## src/uart_pkg.sv

```systemverilog
// Shared constants for the transmit queue and interrupt identity slice
package uart_pkg;

  // ----------------------------------------------------------------
  // Bus and register map
  // ----------------------------------------------------------------
  localparam int unsigned ADDR_W        = 8;
  localparam int unsigned IDX_W         = 6;
  localparam logic [IDX_W-1:0] IDX_TXQ  = 6'h00;
  localparam logic [IDX_W-1:0] IDX_ENA  = 6'h01;
  localparam logic [IDX_W-1:0] IDX_IDN  = 6'h02;
  localparam logic [IDX_W-1:0] IDX_LCR  = 6'h05;

  // ----------------------------------------------------------------
  // Reset values
  // ----------------------------------------------------------------
  localparam logic [7:0]  ENA_RESET     = 8'h00;
  localparam logic [31:0] RDATA_RESET   = 32'h0000_0000;

  // ----------------------------------------------------------------
  // Enable register fields
  // ----------------------------------------------------------------
  localparam int unsigned EN_RDA        = 0;
  localparam int unsigned EN_TXE        = 1;
  localparam int unsigned EN_ERR        = 2;
  localparam int unsigned EN_MDM        = 3;
  localparam int unsigned EN_FLOW       = 4;
  localparam int unsigned EN_RTS        = 5;
  localparam int unsigned EN_CTS        = 6;

  // ----------------------------------------------------------------
  // Sticky source positions
  // ----------------------------------------------------------------
  localparam int unsigned NSTICKY       = 6;
  localparam int unsigned ST_ERR        = 0;
  localparam int unsigned ST_TXE        = 1;
  localparam int unsigned ST_MDM        = 2;
  localparam int unsigned ST_FLOW       = 3;
  localparam int unsigned ST_RTS        = 4;
  localparam int unsigned ST_CTS        = 5;

  // ----------------------------------------------------------------
  // Line condition register fields
  // ----------------------------------------------------------------
  localparam int unsigned LC_RX_READY   = 0;
  localparam int unsigned LC_TX_EMPTY   = 5;
  localparam int unsigned LC_TX_FULL    = 6;

  // ----------------------------------------------------------------
  // Transmit queue shape
  // ----------------------------------------------------------------
  localparam int unsigned TXQ_WIDTH     = 8;
  localparam int unsigned TXQ_DEPTH     = 8;

  // ----------------------------------------------------------------
  // Interrupt identity codes
  // ----------------------------------------------------------------
  typedef enum logic [7:0] {
    CODE_ERR  = 8'hc6,
    CODE_RDA  = 8'hc4,
    CODE_TMO  = 8'hcc,
    CODE_TXE  = 8'hc2,
    CODE_MDM  = 8'hc0,
    CODE_FLOW = 8'hd0,
    CODE_LINE = 8'he0,
    CODE_NONE = 8'hc1
  } irq_code_t;

endpackage

```

## src/txq_fifo.sv

```systemverilog
// Transmit queue FIFO with registered read data
`timescale 1ns/1ns
module txq_fifo #(
  parameter int unsigned WIDTH = 8,
  parameter int unsigned DEPTH = 8,
  localparam int unsigned AW   = (DEPTH > 1) ? $clog2(DEPTH) : 1,
  localparam int unsigned LW   = $clog2(DEPTH + 1)
) (
  // Clock and reset
  input  wire logic             i_clock,
  input  wire logic             i_sys_rst,
  // Fill side
  input  wire logic             i_wr_valid,
  input  wire logic [WIDTH-1:0] i_wr_data,
  output logic                  o_wr_ready,
  // Drain side
  output logic                  o_rd_valid,
  output logic      [WIDTH-1:0] o_rd_data,
  input  wire logic             i_rd_ready,
  // Occupancy
  output logic      [LW-1:0]    o_level
);

  logic [WIDTH-1:0] mem [DEPTH];
  logic [AW-1:0]    wr_ptr_q;
  logic [AW-1:0]    rd_ptr_q;
  logic [LW-1:0]    level_q;
  logic [LW-1:0]    mem_cnt;
  logic             out_valid_q;
  logic [WIDTH-1:0] out_data_q;
  logic             wr_fire;
  logic             rd_fire;
  logic             load;

  function automatic logic [AW-1:0] ptr_next(input logic [AW-1:0] p);
    return (p == AW'(DEPTH - 1)) ? '0 : AW'(p + 1'b1);
  endfunction

  assign mem_cnt    = LW'(level_q - LW'(out_valid_q));
  assign o_wr_ready = (level_q != LW'(DEPTH));
  assign wr_fire    = i_wr_valid & o_wr_ready;
  assign rd_fire    = out_valid_q & i_rd_ready;
  assign load       = (mem_cnt != '0) & (~out_valid_q | i_rd_ready);
  assign o_rd_valid = out_valid_q;
  assign o_rd_data  = out_data_q;
  assign o_level    = level_q;

  always_ff @(posedge i_clock) begin
    if (wr_fire) begin
      mem[wr_ptr_q] <= i_wr_data;
    end
  end

  always_ff @(posedge i_clock) begin
    if (i_sys_rst) begin
      wr_ptr_q <= '0;
      rd_ptr_q <= '0;
    end else begin
      if (wr_fire) begin
        wr_ptr_q <= ptr_next(wr_ptr_q);
      end
      if (load) begin
        rd_ptr_q <= ptr_next(rd_ptr_q);
      end
    end
  end

  always_ff @(posedge i_clock) begin
    if (i_sys_rst) begin
      out_valid_q <= 1'b0;
      out_data_q  <= '0;
    end else if (load) begin
      out_valid_q <= 1'b1;
      out_data_q  <= mem[rd_ptr_q];
    end else if (rd_fire) begin
      out_valid_q <= 1'b0;
    end
  end

  always_ff @(posedge i_clock) begin
    if (i_sys_rst) begin
      level_q <= '0;
    end else if (wr_fire && !rd_fire) begin
      level_q <= LW'(level_q + 1'b1);
    end else if (rd_fire && !wr_fire) begin
      level_q <= LW'(level_q - 1'b1);
    end
  end

endmodule

```

## src/uart_tx_holding_irq.sv

```systemverilog
// Transmit queue writes, interrupt enables and interrupt identity over Avalon-MM
// Summary of operation
// - Bytes written to the transmit queue register join the FIFO tail in order.
// - A write while the transmit FIFO is full is dropped, contents unchanged.
// - Enable bit 0 gates receive data ready and time-out reporting.
// - Enable bit 1 gates transmit queue empty reporting.
// - Enable bit 2 gates receive error reporting.
// - Enable bit 3 gates modem status change reporting.
// - Enable bit 4 gates flow control character detection reporting.
// - Enable bit 5 gates RTS or DTR change reporting.
// - Enable bit 6 gates CTS or DSR change; bit 7 reserved, resets zero.
// - Identity reads C1h when nothing enabled is pending, also after reset.
// - Identity shows the highest priority enabled source code, bit 0 cleared.
// - Line condition register shows transmit FIFO full and empty state.
`timescale 1ns/1ns
module uart_tx_holding_irq #(
  parameter int unsigned FIFO_DEPTH = uart_pkg::TXQ_DEPTH
) (
  // Clock and reset
  input  wire logic                        i_clock,
  input  wire logic                        i_sys_rst,
  // Avalon-MM slave
  input  wire logic [uart_pkg::ADDR_W-1:0] i_avs_address,
  input  wire logic                        i_avs_read,
  input  wire logic                        i_avs_write,
  input  wire logic [31:0]                 i_avs_writedata,
  input  wire logic [3:0]                  i_avs_byteenable,
  output logic      [31:0]                 o_avs_readdata,
  output logic                             o_avs_waitrequest,
  // Receive path and modem events
  input  wire logic                        i_rx_data_ready,
  input  wire logic                        i_rx_timeout,
  input  wire logic                        i_rx_error,
  input  wire logic                        i_modem_change,
  input  wire logic                        i_flow_char,
  input  wire logic                        i_rts_dtr_change,
  input  wire logic                        i_cts_dsr_change,
  // Transmitter side of the queue
  output logic      [uart_pkg::TXQ_WIDTH-1:0] o_tx_data,
  output logic                             o_tx_valid,
  input  wire logic                        i_tx_ready,
  // Channel interrupt
  output logic                             o_irq
);

  import uart_pkg::*;

  localparam int unsigned LVL_W = $clog2(FIFO_DEPTH + 1);

  // ----------------------------------------------------------------
  // Declarations
  // ----------------------------------------------------------------
  logic                wait_q;
  logic [31:0]         rdata_q;
  logic [31:0]         rdata_d;
  logic                req;
  logic                start;
  logic                done;
  logic                wr_lo;
  logic                txq_push;
  logic                txq_ready;
  logic                txq_pop;
  logic [LVL_W-1:0]    txq_level;
  logic                txq_full;
  logic                txq_empty;
  logic                empty_prev_q;
  logic [7:0]          ena_q;
  logic                ena_wr;
  logic                idn_rd;
  logic [NSTICKY-1:0]  sticky_q;
  logic [NSTICKY-1:0]  sticky_set;
  logic [NSTICKY-1:0]  sticky_clr;
  logic                en_err;
  logic                en_rda;
  logic                en_tmo;
  logic                en_txe;
  logic                en_mdm;
  logic                en_flow;
  logic                en_line;
  logic                any_en;
  irq_code_t           ident_d;
  logic                irq_q;

  // ----------------------------------------------------------------
  // Address decode and identity clear helpers
  // ----------------------------------------------------------------
  function automatic logic hit(input logic [ADDR_W-1:0] a, input logic [IDX_W-1:0] idx);
    return a == {idx, 2'b00};
  endfunction

  function automatic logic [NSTICKY-1:0] clear_of(input logic [7:0] code);
    logic [NSTICKY-1:0] m;
    m = '0;
    if (code == CODE_ERR) begin
      m[ST_ERR] = 1'b1;
    end else if (code == CODE_TXE) begin
      m[ST_TXE] = 1'b1;
    end else if (code == CODE_MDM) begin
      m[ST_MDM] = 1'b1;
    end else if (code == CODE_FLOW) begin
      m[ST_FLOW] = 1'b1;
    end else if (code == CODE_LINE) begin
      m[ST_RTS] = 1'b1;
      m[ST_CTS] = 1'b1;
    end
    return m;
  endfunction

  // ----------------------------------------------------------------
  // Bus handshake: one wait state per access
  // ----------------------------------------------------------------
  assign req    = i_avs_read | i_avs_write;
  assign start  = req & wait_q;
  assign done   = req & ~wait_q;
  assign wr_lo  = done & i_avs_write & i_avs_byteenable[0];
  assign ena_wr = wr_lo & hit(i_avs_address, IDX_ENA);
  assign idn_rd = done & i_avs_read & hit(i_avs_address, IDX_IDN);

  // Drops for the answer cycle only, high again after it
  always_ff @(posedge i_clock) begin
    if (i_sys_rst) begin
      wait_q <= 1'b1;
    end else begin
      wait_q <= ~start;
    end
  end

  assign o_avs_waitrequest = wait_q;
  assign o_avs_readdata    = rdata_q;

  // ----------------------------------------------------------------
  // Read data mux, captured in the first cycle of a read
  // ----------------------------------------------------------------
  always_comb begin
    rdata_d = '0;
    if (hit(i_avs_address, IDX_ENA)) begin
      rdata_d[7:0] = ena_q;
    end else if (hit(i_avs_address, IDX_IDN)) begin
      rdata_d[7:0] = ident_d;
    end else if (hit(i_avs_address, IDX_LCR)) begin
      rdata_d[LC_RX_READY] = i_rx_data_ready;
      rdata_d[LC_TX_EMPTY] = txq_empty;
      rdata_d[LC_TX_FULL]  = txq_full;
    end
  end

  always_ff @(posedge i_clock) begin
    if (i_sys_rst) begin
      rdata_q <= RDATA_RESET;
    end else if (start && i_avs_read) begin
      rdata_q <= rdata_d;
    end
  end

  // ----------------------------------------------------------------
  // Transmit queue
  // ----------------------------------------------------------------
  assign txq_push  = wr_lo & hit(i_avs_address, IDX_TXQ);
  assign txq_pop   = o_tx_valid & i_tx_ready;
  assign txq_full  = ~txq_ready;
  assign txq_empty = (txq_level == '0);

  // Full queue drops the push inside the FIFO
  txq_fifo #(
    .WIDTH (TXQ_WIDTH),
    .DEPTH (FIFO_DEPTH)
  ) u_txq (
    .i_clock    (i_clock),
    .i_sys_rst  (i_sys_rst),
    .i_wr_valid (txq_push),
    .i_wr_data  (i_avs_writedata[TXQ_WIDTH-1:0]),
    .o_wr_ready (txq_ready),
    .o_rd_valid (o_tx_valid),
    .o_rd_data  (o_tx_data),
    .i_rd_ready (i_tx_ready),
    .o_level    (txq_level)
  );

  always_ff @(posedge i_clock) begin
    if (i_sys_rst) begin
      empty_prev_q <= 1'b1;
    end else begin
      empty_prev_q <= txq_empty;
    end
  end

  // ----------------------------------------------------------------
  // Enable register
  // ----------------------------------------------------------------
  always_ff @(posedge i_clock) begin
    if (i_sys_rst) begin
      ena_q <= ENA_RESET;
    end else if (ena_wr) begin
      ena_q <= i_avs_writedata[7:0];
    end
  end

  // ----------------------------------------------------------------
  // Sticky event sources; a new event beats a same-cycle clear
  // ----------------------------------------------------------------
  always_comb begin
    sticky_set          = '0;
    sticky_set[ST_ERR]  = i_rx_error;
    sticky_set[ST_TXE]  = (txq_empty & ~empty_prev_q) |
                          (ena_wr & i_avs_writedata[EN_TXE] & ~ena_q[EN_TXE] & txq_empty);
    sticky_set[ST_MDM]  = i_modem_change;
    sticky_set[ST_FLOW] = i_flow_char;
    sticky_set[ST_RTS]  = i_rts_dtr_change;
    sticky_set[ST_CTS]  = i_cts_dsr_change;
  end

  always_comb begin
    sticky_clr         = idn_rd ? clear_of(rdata_q[7:0]) : '0;
    sticky_clr[ST_TXE] = sticky_clr[ST_TXE] | txq_push;
  end

  always_ff @(posedge i_clock) begin
    if (i_sys_rst) begin
      sticky_q <= '0;
    end else begin
      sticky_q <= (sticky_q & ~sticky_clr) | sticky_set;
    end
  end

  // ----------------------------------------------------------------
  // Enable gating and priority encoding
  // ----------------------------------------------------------------
  assign en_rda  = i_rx_data_ready & ena_q[EN_RDA];
  assign en_tmo  = i_rx_timeout & ena_q[EN_RDA];
  assign en_txe  = sticky_q[ST_TXE] & ena_q[EN_TXE];
  assign en_err  = sticky_q[ST_ERR] & ena_q[EN_ERR];
  assign en_mdm  = sticky_q[ST_MDM] & ena_q[EN_MDM];
  assign en_flow = sticky_q[ST_FLOW] & ena_q[EN_FLOW];
  assign en_line = (sticky_q[ST_RTS] & ena_q[EN_RTS]) |
                   (sticky_q[ST_CTS] & ena_q[EN_CTS]);
  assign any_en  = en_err | en_rda | en_tmo | en_txe | en_mdm | en_flow | en_line;

  always_comb begin
    if (en_err) begin
      ident_d = CODE_ERR;
    end else if (en_rda) begin
      ident_d = CODE_RDA;
    end else if (en_tmo) begin
      ident_d = CODE_TMO;
    end else if (en_txe) begin
      ident_d = CODE_TXE;
    end else if (en_mdm) begin
      ident_d = CODE_MDM;
    end else if (en_flow) begin
      ident_d = CODE_FLOW;
    end else if (en_line) begin
      ident_d = CODE_LINE;
    end else begin
      ident_d = CODE_NONE;
    end
  end

  // ----------------------------------------------------------------
  // Interrupt output
  // ----------------------------------------------------------------
  always_ff @(posedge i_clock) begin
    if (i_sys_rst) begin
      irq_q <= 1'b0;
    end else begin
      irq_q <= any_en;
    end
  end

  assign o_irq = irq_q;
endmodule
```

## config.mk

```make
export PLATFORM = sky130hd
export DESIGN_NAME = uart_tx_holding_irq
export DESIGN_NICKNAME = d
export VERILOG_FILES = /design/src/uart_pkg.sv /design/src/txq_fifo.sv /design/src/uart_tx_holding_irq.sv
export SDC_FILE = /design/constraint.sdc
export NUM_CORES = 1
export LEC_CHECK = 0
export BUFFER_PORTS_ARGS = -buffer_cell sky130_fd_sc_hd__buf_2
export CAP_MARGIN = 20
export CORE_MARGIN = 2
export CORE_UTILIZATION = 38
export CTS_CLUSTER_DIAMETER = 100
export DETAILED_ROUTE_END_ITERATION = 16
export GPL_ROUTABILITY_DRIVEN = 0
export PLACE_DENSITY_LB_ADDON = 0.15
export SETUP_SLACK_MARGIN = 0.05
export SYNTH_ARGS = -nofsm -noshare
export SYNTH_HDL_FRONTEND = slang
export SYNTH_SLANG_ARGS = --single-unit
```

## constraint.sdc

```tcl
create_clock -name i_clock -period 3.74 [get_ports i_clock]
set_input_delay 0.374 -clock i_clock [delete_from_list [all_inputs] [get_ports i_clock]]
set_output_delay 0.374 -clock i_clock [all_outputs]
set_load 0.01 [all_outputs]
```

==> results of run 1 <==
-- cell usage in the layout, fill, tap and decap left out, types with 15 or more instances in the layout --
cell type  synthesis  routed
nand2_1           16      16
mux2i_1           23      23
conb_1             1      24
buf_2              1      47
dfxtp_1           44      44
edfxtp_1          64      64
nor2_1            34      34
o21ai_0           16      16
mux4_2            16      16
a21oi_1           15      15
-- sequential cells by signal, indices dropped and copies added, names as in the netlist --
register           flops
u_txq.rd_ptr_q         3
u_txq.mem             64
u_txq.o_level          4
o_avs_readdata         8
o_irq                  1
empty_prev_q           1
u_txq.wr_ptr_q         3
u_txq.o_rd_valid       1
sticky_q               6
ena_q                  8
u_txq.o_rd_data        8
o_avs_waitrequest      1
-- stage by stage --
stage          instances  utilization, %  total power [mW]  cell area [sq um]  worst slack [ns]
2_1_floorplan        386               -              1.96               4860              1.18
6_report             589            44.5              3.01               5420             0.922
3_5_place_dp         573            42.1              2.11               5120             0.770
4_1_cts              589            44.5              3.05               5420             0.940
5_1_grt              589            44.5              3.17               5420             0.754
3_3_place_gp         573            42.1              2.10               5120             0.819
-- cell families after synthesis --
logic type      Yosys count  synth area share (%)
other cells               1                0.0785
buf+inv                  46                  6.39
compound gates           55                  7.73
fa+ha+maj                 9                  2.51
mux                      41                  12.8
xor+xnor                  3                 0.550
simple gates            100                  11.3
flops                   108                  58.7
-- where the power goes --
part / internal, mW / leakage, nW / total [mW] / switching (mW)
sequential: 1.34 / 0.935 / 1.44 / 0.101
combinational: 0.317 / 0.874 / 0.627 / 0.310
clock: 0.524 / 0.142 / 0.945 / 0.420
-- cells in the mapped netlist, types with 5 or more instances --
cell type  instances  area share (%)
o21ai_0           16             1.7
nor2_1            34             2.7
nor2b_1            5            0.65
nor3_1             5            0.52
ha_1               8             2.1
buf_4             29             4.6
inv_1              6            0.47
nand2_1           16             1.3
mux2i_1           23             4.8
dfxtp_1           44              18
a21oi_1           15             1.6
nand4_1            9             1.2
mux4_2            16             7.5
edfxtp_1          64              40
nand3_1            7            0.73
-- worst reg2reg max path: stages (launching register included) --
cell and delay [ns]:
dfxtp_1 0.38, or4b_1 0.56, and4_1 0.27, ha_1 0.23, inv_1 0.14, ha_1 0.29
a21oi_1 0.18, a211oi_1 0.10, a31oi_1 0.20, mux2_2 0.35
-- layout make-up --
type	instances	area [sq um]
clock buffer	11	233
fill	1128	6750
multi-input combinational	232	1760
clock inverter	5	60.1
inverter	6	22.5
sequential	108	2800
timing repair buffer	59	325
tap	168	210
-- path summary, 6_finish.rpt --
kind | to | slack (ns) | cells past startpoint
min | o_avs_waitrequest$_SDFF_PP1_ | 0.24 | 2
max reg2reg | u_txq.o_level[3]$_SDFFE_PP0P_ | 0.92 | 9
min reg2reg | sticky_q[5]$_SDFF_PP0_ | 0.50 | 2
max | u_txq.o_level[3]$_SDFFE_PP0P_ | 0.92 | 9
-- layer usage --
metal	global-route usage [%]	vias to the layer above
met5	0	-
met4	4.68	0
met1	22.0	1482
li1	-	1434
met2	24.4	64
met3	2.96	12
==> flow_summary_export.csv, run 1 <==
group,metric,value,unit
routing,wl_per_cell,16.9,um
setup_path,cp_cell_sequence,"or4b_1 -> and4_1 -> ha_1 -> inv_1 -> ha_1 -> a21oi_1 -> a211oi_1 -> a31oi_1 -> mux2_2",
logic_synthesis,synthCells,363,
pwr,leakagePower,1.95,nW
logic_synthesis,async_flop_share,0,%
clock_tree,htree_levels,3,
clock_tree,post_cts_buffers,0,
clock_tree,cts_buffers,9,
grt,grt_start_max_net_pins,33,
outcome,run_status,"complete, no violations",
place,port_buffers,47,
grt,first_global_vias,2939,
timing,whs,0.243,ns
routing,dr_wl_met3,323,um
routing,wl,9930,um
setup_path,critPathBufInv,1,
setup_path,critPathMaxFanout,6,
routing,wl_met1,4860,um
setup_path,cp_top_family,"simple AND/OR/NAND/NOR gates",
timing,clock.fmax,0.355,GHz
logic_synthesis,yosysSeqAreaShare,58.7,%
routing,antenna_left,0,
timing,drv_slew,0,
timing,setup_viol,0,
clock_tree,cts-root-buf,"clkbuf_16",
clock_tree,numClockSinks,108,
cells_and_area,num_antenna_cells,0,
logic_synthesis,synth_edf_count,64,
timing,tns,0,ns
clock_tree,cts_resized,0,
setup_path,required,3.97,ns
place,place_hpwl,6620,um
grt,antenna_found_initial,0,
timing,rsz0062_at_grt,"no",
logic_synthesis,syn_avg_cell_area,13.2,sq um
timing,tightest_slew,0.897,ns
floorplanning,design.core.area,12200,sq um
pwr,vdd_drop_max,0.000250,V
cells_and_area,final_nets,481,
floorplanning,rows,40,
timing,fin_crit_sh,75.3,%
routing,drt-initial-drc-count,157,
grt,grt_first_pass_wirelength,15600,um
setup_path,worstPathArrival,3.04,ns
routing,top_layer_used,"met4",
cells_and_area,syn_to_final_growth,13.4,%
setup_path,critPathMaxStageDelay,0.56,ns
min_path,min_path_type,"in -> reg",
setup_path,reg2reg_from,"u_txq.o_level[0]$_SDFFE_PP0P_",
setup_path,cpMaxStageDelayCell,"or4b_1",
floorplanning,start_util,39.3,%
logic_synthesis,ys_ff_latch,108,
pwr,power.density,556,nW/um^2
routing,wl_met2,4610,um
timing,max_slew_margin,40.1,%
grt,grt.total_usage,15.5,%
routing,drcViolationCount,0,
flow_run,cap_violations,0,
setup_path,worstSetupStartpoint,"u_txq.o_level[0]$_SDFFE_PP0P_",
floorplanning,die_w,116,um
logic_synthesis,netlist_area,4780,sq um
floorplanning,ios,99,
setup_path,start_kind,"flop",
timing,worst_clock_skew,0.00675,ns
routing,via_per_inst,5.08,
routing,vias,2992,
cells_and_area,drive_above_1_share,22.6,%
timing,hold_viol,0,
clock_tree,holdBufCountCts,0,
clock_tree,cts_tree,"yes",
timing,fin_crit,2.82,ns
clock_tree,clk_path_buf_depth,2,
routing,drtPass1Iterations,5,
logic_synthesis,ys_types,52,
min_path,worstHoldStart,"i_avs_write",
logic_synthesis,ys.flop_type,"edfxtp_1",
setup_path,worstSetupPathType,"reg -> reg",
grt,gr-total-overflow,0,
clock_tree,insertion_delay,0.34,ns
floorplanning,die-area,13500,sq um
clock_tree,path_clk_slew,0.07,ns
logic_synthesis,yosysWarningCount,0,
setup_path,crit_path_end_kind,"flop",
floorplanning,die_y,116,um
setup_path,cp_common_cell,"ha_1",
Note: power is estimated with default switching activity, not from simulation.
==> inputs of run 2 (changes only) <==
==> constraint.sdc (replaced) <==
create_clock -name i_clock -period 2.6 [get_ports i_clock]
set_input_delay 0.26 -clock i_clock [delete_from_list [all_inputs] [get_ports i_clock]]
set_output_delay 0.26 -clock i_clock [all_outputs]
set_load 0.01 [all_outputs]
==> run 2 against run 1 <==
- die area unchanged
- fmax rose by 19%
- global-route usage grew 0.59 points
- combinational power grew 66%
- via count up 2.6%
- non-clock buffer count increased by 14
- critical path depth stayed put
- sequential share of layout area decreased by 1.1 points
- clock power increased by 35%
- sequential power is 39% higher
- worst hold slack lost 0.11 ns
- routed wire length grew 2.9%
==> flow_summary_export.csv, run 2 (synthesized netlist as in run 1, its figures left out) <==
group,metric,value,unit
routing,vias,3069,
cells_and_area,final_nets,495,
pwr,vdd_drop_max,0.000315,V
setup_path,rr_endpoint,"u_txq.o_level[3]$_SDFFE_PP0P_",
setup_path,critPathMaxFanout,4,
timing,max_slew_margin,54.1,%
cells_and_area,largest_register,"u_txq.mem",
routing,wl_per_cell,16.9,um
routing,drtPass1Iterations,4,
pwr,total_power,4.32,mW
cells_and_area,final_util,45.5,%
cells_and_area,final_common_cell,"edfxtp_1",
pwr,power.density,780,nW/um^2
cells_and_area,final_cell_mix,"64 x edfxtp_1, 47 x buf_2, 44 x dfxtp_1, 34 x nor2_1, 26 x buf_4",
grt,first_global_vias,2949,
routing,wl,10200,um
place,dpl-instance-area,5220,sq um
clock_tree,cts-root-buf,"clkbuf_16",
grt,grt.total_usage,16.1,%
timing,setup_viol,0,
timing,clock.fmax,0.421,GHz
timing,rsz0062_at_grt,"no",
routing,antenna_left,0,
clock_tree,numClockSinks,108,
grt,gr-total-overflow,0,
place,place_hpwl,7040,um
cells_and_area,largest_reg_flops,64,
grt,antenna_found_initial,0,
min_path,worstHoldStart,"i_avs_write",
place,dp.cells,585,
setup_path,worstSetupPathType,"reg -> reg",
clock_tree,insertion_delay,0.34,ns
setup_path,required,2.83,ns
place,pre_cts_ws,0.0417,ns
cells_and_area,syn_to_final_growth,15.9,%
floorplanning,design.core.area,12200,sq um
timing,fin_ws,0.224,ns
setup_path,reg2reg_from,"u_txq.o_level[2]$_SDFFE_PP0P_",
timing,hold_viol,0,
floorplanning,die_y,116,um
min_path,min_path_type,"in -> reg",
grt,grt_first_pass_wirelength,16100,um
routing,via_per_inst,5.09,
timing,worst_clock_skew,0.00715,ns
outcome,run_status,"complete, no violations",
floorplanning,rows,40,
clock_tree,cts_buffers,9,
min_path,hold-path-endpoint,"o_avs_waitrequest$_SDFF_PP1_",
setup_path,worstPathArrival,2.61,ns
timing,fin_crit_sh,91.4,%
place,port_buffers,47,
clock_tree,holdBufCountCts,0,
cells_and_area,postLayoutCellArea,5540,sq um
timing,fin_crit,2.38,ns
setup_path,reg2reg_depth,9,
floorplanning,start_util,39.3,%
timing,whs,0.131,ns
flow_run,cap_violations,0,
floorplanning,die-area,13500,sq um
clock_tree,htree_levels,3,
timing,drv_slew,0,
timing,tns,0,ns
floorplanning,die_w,116,um
timing,tightest_slew,0.687,ns
setup_path,r2r_slack,0.22,ns
routing,drcViolationCount,0,
clock_tree,cts_tree,"yes",
min_path,hold_path_depth,2,
setup_path,start_kind,"flop",
cells_and_area,final_cells,603,
cells_and_area,drive_above_1_share,26.7,%
pwr,leakagePower,2.02,nW
routing,drt-initial-drc-count,184,
floorplanning,ios,99,
cells_and_area,num_antenna_cells,0,
setup_path,crit_path_end_kind,"flop",
clock_tree,path_clk_slew,0.07,ns
clock_tree,clk_path_buf_depth,2,
grt,grt_start_max_net_pins,32,
==> run 2: changes by cell type in the layout (fill, tap and decap cells not counted), sizes merged <==
cell	before	now
buf	59	73
clkinvlp	0	2
bufinv	1	0
clkbuf	11	10
==> run 2: what timing repair did <==
action	CTS	global route
endpoints found under the hold margin	0	0
buffers inserted	0	2
setup endpoints to repair	1	1
resized for setup	1	5
pin swaps	0	1
==> run 2: critical path, stage by stage (launching register included) <==
cell and delay, ns:
dfxtp_1 0.31, or4b_4 0.54, and4_4 0.17, ha_2 0.18
inv_2 0.09, ha_4 0.22, a21oi_4 0.15, a211oi_1 0.08
a31oi_1 0.17, mux2_2 0.35
==> run 2: worst max-delay path by stage <==
stage	from	endpoint	slack (ns)	depth (start not counted)
after global routing	u_txq.o_level[2]$_SDFFE_PP0P_	u_txq.o_level[3]$_SDFFE_PP0P_	0.07	9
after floorplan	u_txq.o_level[0]$_SDFFE_PP0P_	u_txq.o_level[3]$_SDFFE_PP0P_	0.06	10
after global placement	u_txq.o_level[2]$_SDFFE_PP0P_	u_txq.o_level[3]$_SDFFE_PP0P_	0.1	9
final	u_txq.o_level[2]$_SDFFE_PP0P_	u_txq.o_level[3]$_SDFFE_PP0P_	0.22	9
after detailed placement	u_txq.o_level[2]$_SDFFE_PP0P_	u_txq.o_level[3]$_SDFFE_PP0P_	0.04	9
after CTS	u_txq.o_level[2]$_SDFFE_PP0P_	u_txq.o_level[3]$_SDFFE_PP0P_	0.07	9
==> run 2: power breakdown <==
part           internal (mW)  leakage [nW]  total (mW)  switching, mW
registers               1.92         0.935        2.00         0.0740
clock network          0.659         0.129        1.28          0.624
logic                  0.499         0.952        1.04          0.540
==> run 2: layout make-up <==
cell class	instances	area (sq um)
timing repair buffer	73	430
tap	168	210
clock inverter	6	47.5
sequential	108	2800
clock buffer	10	229
multi-input combinational	232	1800
fill	1117	6620
inverter	6	22.5
==> run 2: layer usage <==
| metal | share of wire [%] | global-route usage, % | vias up | wire (um) |
|---|---|---|---|---|
| met5 | 0 | 0 | - | 0 |
| met4 | 1.4 | 5.00 | 0 | 140 |
| li1 | - | - | 1461 | - |
| met3 | 3.4 | 3.01 | 9 | 352 |
| met1 | 48 | 22.4 | 1523 | 4890 |
| met2 | 47 | 25.9 | 76 | 4830 |
==> inputs of run 3 (changes only) <==
--- a/config.mk
+++ b/config.mk
@@ -5,6 +5,7 @@
 export SDC_FILE = /design/constraint.sdc
 export NUM_CORES = 1
 export LEC_CHECK = 0
+export ABC_AREA = 1
 export BUFFER_PORTS_ARGS = -buffer_cell sky130_fd_sc_hd__buf_2
 export CAP_MARGIN = 20
 export CORE_MARGIN = 2
==> run 3 against run 2 <==
- area after synthesis up 3.4%
- clock skew down 0.0029 ns
- core utilization down 1.6 points
- cell count up 24%
- die area up 3.3%
- combinational power up 17%
- routed wire length up 2.3%
- first-iteration DRC count up 44%
- via count up 17%
- largest power group unchanged
==> flow_summary_export.csv, run 3 <==
group,metric,value,unit
outcome,run_status,"complete, no violations",
logic_synthesis,async_flop_share,0,%
timing,fin_crit,2.19,ns
setup_path,cp_cell_sequence,"inv_1 -> nand3_1 -> nor2_4 -> nand3_4 -> inv_2 -> ha_1 -> inv_1 -> ha_1 -> a21oi_1 -> and2_1 -> xor2_1 -> nand2_1 -> a21oi_1",
clock_tree,holdBufCountCts,0,
logic_synthesis,ys.flop_type,"edfxtp_1",
routing,drcViolationCount,0,
min_path,hold_path_depth,3,
setup_path,crit_path_end_kind,"flop",
clock_tree,cts_buffers,9,
pwr,leakagePower,2.27,nW
setup_path,critPathMaxStageDelay,0.33,ns
setup_path,cpMaxStageDelayCell,"ha_1",
clock_tree,cts_resized,0,
setup_path,reg2reg_from,"o_avs_waitrequest$_SDFF_PP1_",
floorplanning,design.core.area,12700,sq um
cells_and_area,num_antenna_cells,0,
floorplanning,die-area,13900,sq um
grt,first_global_vias,3332,
place,port_buffers,47,
floorplanning,start_util,39.0,%
timing,tns,0,ns
grt,grt.total_usage,15.5,%
clock_tree,cts-root-buf,"clkbuf_16",
cells_and_area,syn_to_final_growth,12.8,%
routing,via_per_inst,4.80,
cells_and_area,drive_above_1_share,17.3,%
routing,vias,3597,
pwr,total_power,4.64,mW
routing,drt-initial-drc-count,265,
timing,fin_crit_sh,84.4,%
logic_synthesis,synth_area_leader_cell,"edfxtp_1",
pwr,power.density,832,nW/um^2
floorplanning,die_y,118,um
min_path,hold-path-endpoint,"sticky_q[4]$_SDFF_PP0_",
timing,rsz0062_at_grt,"no",
setup_path,required,2.87,ns
logic_synthesis,ys_ff_latch,108,
routing,drtPass1Iterations,5,
clock_tree,insertion_delay,0.34,ns
setup_path,rr_endpoint,"u_txq.o_level[3]$_SDFFE_PP0P_",
clock_tree,numClockSinks,108,
routing,wl_per_cell,13.9,um
setup_path,reg2reg_depth,13,
timing,max_slew_margin,53.5,%
timing,fin_ws,0.405,ns
logic_synthesis,syn_avg_cell_area,9.50,sq um
logic_synthesis,netlist.area_leader.share,38.9,%
logic_synthesis,yosys-top-cells-count,"88 x nor2_1, 64 x edfxtp_1, 54 x nand2_1, 44 x dfxtp_1, 43 x o21ai_0",
logic_synthesis,synth_edf_count,64,
timing,whs,0.137,ns
grt,gr-total-overflow,0,
timing,tightest_slew,0.697,ns
logic_synthesis,synthMostInstantiatedCell,"nor2_1",
logic_synthesis,ys_types,39,
setup_path,cp_top_family,"simple AND/OR/NAND/NOR gates",
clock_tree,cts_tree,"yes",
place,pre_cts_ws,0.381,ns
setup_path,worstPathArrival,2.47,ns
timing,worst_clock_skew,0.00422,ns
floorplanning,die_w,118,um
logic_synthesis,synthTopCellsByArea,"edfxtp_1 39%, dfxtp_1 18%, nor2_1 6.7%",
setup_path,critPathMaxFanout,6,
cells_and_area,largest_register,"u_txq.mem",
setup_path,critPathBufInv,3,
timing,hold_viol,0,
clock_tree,path_clk_slew,0.07,ns
clock_tree,post_cts_buffers,0,
grt,grt_start_max_net_pins,34,
grt,grt_first_pass_wirelength,16900,um
clock_tree,clk_path_buf_depth,2,
flow_run,cap_violations,0,
logic_synthesis,synthCells,520,
setup_path,start_kind,"flop",
clock_tree,htree_levels,3,
grt,antenna_found_initial,0,
timing,drv_slew,0,
cells_and_area,final_common_cell,"nor2_1",
min_path,worstHoldStart,"i_rts_dtr_change",
cells_and_area,largest_reg_flops,64,
pwr,vdd_drop_max,0.000775,V
setup_path,worstSetupPathType,"reg -> reg",
timing,clock.fmax,0.456,GHz
min_path,min_path_type,"in -> reg",
logic_synthesis,yosysWarningCount,0,
routing,wl,10400,um
setup_path,r2r_slack,0.41,ns
logic_synthesis,yosysSeqAreaShare,56.7,%
floorplanning,rows,41,
floorplanning,ios,99,
logic_synthesis,netlist_area,4940,sq um
routing,antenna_left,0,
timing,setup_viol,0,
cells_and_area,final_nets,638,
place,place_hpwl,7470,um
cells_and_area,final_cell_mix,"88 x nor2_1, 64 x edfxtp_1, 54 x nand2_1, 47 x buf_2, 44 x dfxtp_1",
run 3: cell types whose count changed in the layout (fill, tap and decap cells not counted), moves of 14 or more:
cell / delta
nand3_1: +25
a21oi_1: +21
o21ai_0: +27
inv_1: +32
mux2i_1: -23
mux4_2: -16
buf_4: -14
nor2_1: +54
nand2_1: +38
run 3: metal layers:
| layer | share of wire [%] | wire [um] | global-route usage [%] | vias to the layer above |
|---|---|---|---|---|
| met4 | 1.8 | 193 | 4.67 | 0 |
| met3 | 4.7 | 493 | 4.51 | 14 |
| met5 | 0 | 0 | 0 | - |
| met1 | 47 | 4900 | 20.4 | 1672 |
| met2 | 47 | 4860 | 24.9 | 88 |
| li1 | - | - | - | 1823 |
run 3: cell type report:
class / instances / area, sq um
sequential: 108 / 2800
fill: 1257 / 7100
multi-input combinational: 349 / 1760
timing repair buffer: 59 / 325
clock buffer: 10 / 229
tap: 172 / 215
inverter: 46 / 180
clock inverter: 6 / 65.1
run 3: cells by family (layout without fill, tap and decap cells):
| family | count (synthesis) | in the layout | synth area share, % |
|---|---|---|---|
| compound gates | 105 | 105 | 11.6 |
| fa+ha+maj | 9 | 9 | 2.43 |
| simple gates | 208 | 208 | 19.2 |
| other cells | 1 | 24 | 0.0759 |
| buf+inv | 86 | 121 | 9.47 |
| xor+xnor | 3 | 3 | 0.532 |
| flops | 108 | 108 | 56.7 |
run 3: through the flow:
stage                     util, %  area, sq um  cells
final                        44.0         5570    750
after global routing         44.0         5570    750
after CTS                    44.0         5570    750
after detailed placement     41.7         5280    734
after global placement       41.7         5280    734
after floorplan                 -         5030    543
run 3: worst max path at each step:
stage / cells past startpoint / slack [ns] / to / startpoint
after floorplan: 13 / 0.61 / u_txq.o_level[3]$_SDFFE_PP0P_ / o_avs_waitrequest$_SDFF_PP1_
after global placement: 14 / 0.43 / u_txq.o_level[3]$_SDFFE_PP0P_ / i_avs_address[1]
after detailed placement: 14 / 0.38 / u_txq.o_level[3]$_SDFFE_PP0P_ / i_avs_address[1]
after CTS: 13 / 0.37 / u_txq.o_level[3]$_SDFFE_PP0P_ / o_avs_waitrequest$_SDFF_PP1_
after global routing: 13 / 0.19 / u_txq.o_level[3]$_SDFFE_PP0P_ / o_avs_waitrequest$_SDFF_PP1_
final: 13 / 0.41 / u_txq.o_level[3]$_SDFFE_PP0P_ / o_avs_waitrequest$_SDFF_PP1_
run 3: tightest hold or removal path: cells and delay by family:
kind,cells,cell delay (ns)
buffers and inverters,1,0.08
and+or+nand+nor,1,0.07
AOI/OAI and AO/OA,1,0.03
run 3: power breakdown:
group / leakage [nW] / switching, mW / internal (mW)
sequential: 0.936 / 0.138 / 1.94
clock: 0.142 / 0.593 / 0.747
combinational: 1.19 / 0.787 / 0.435
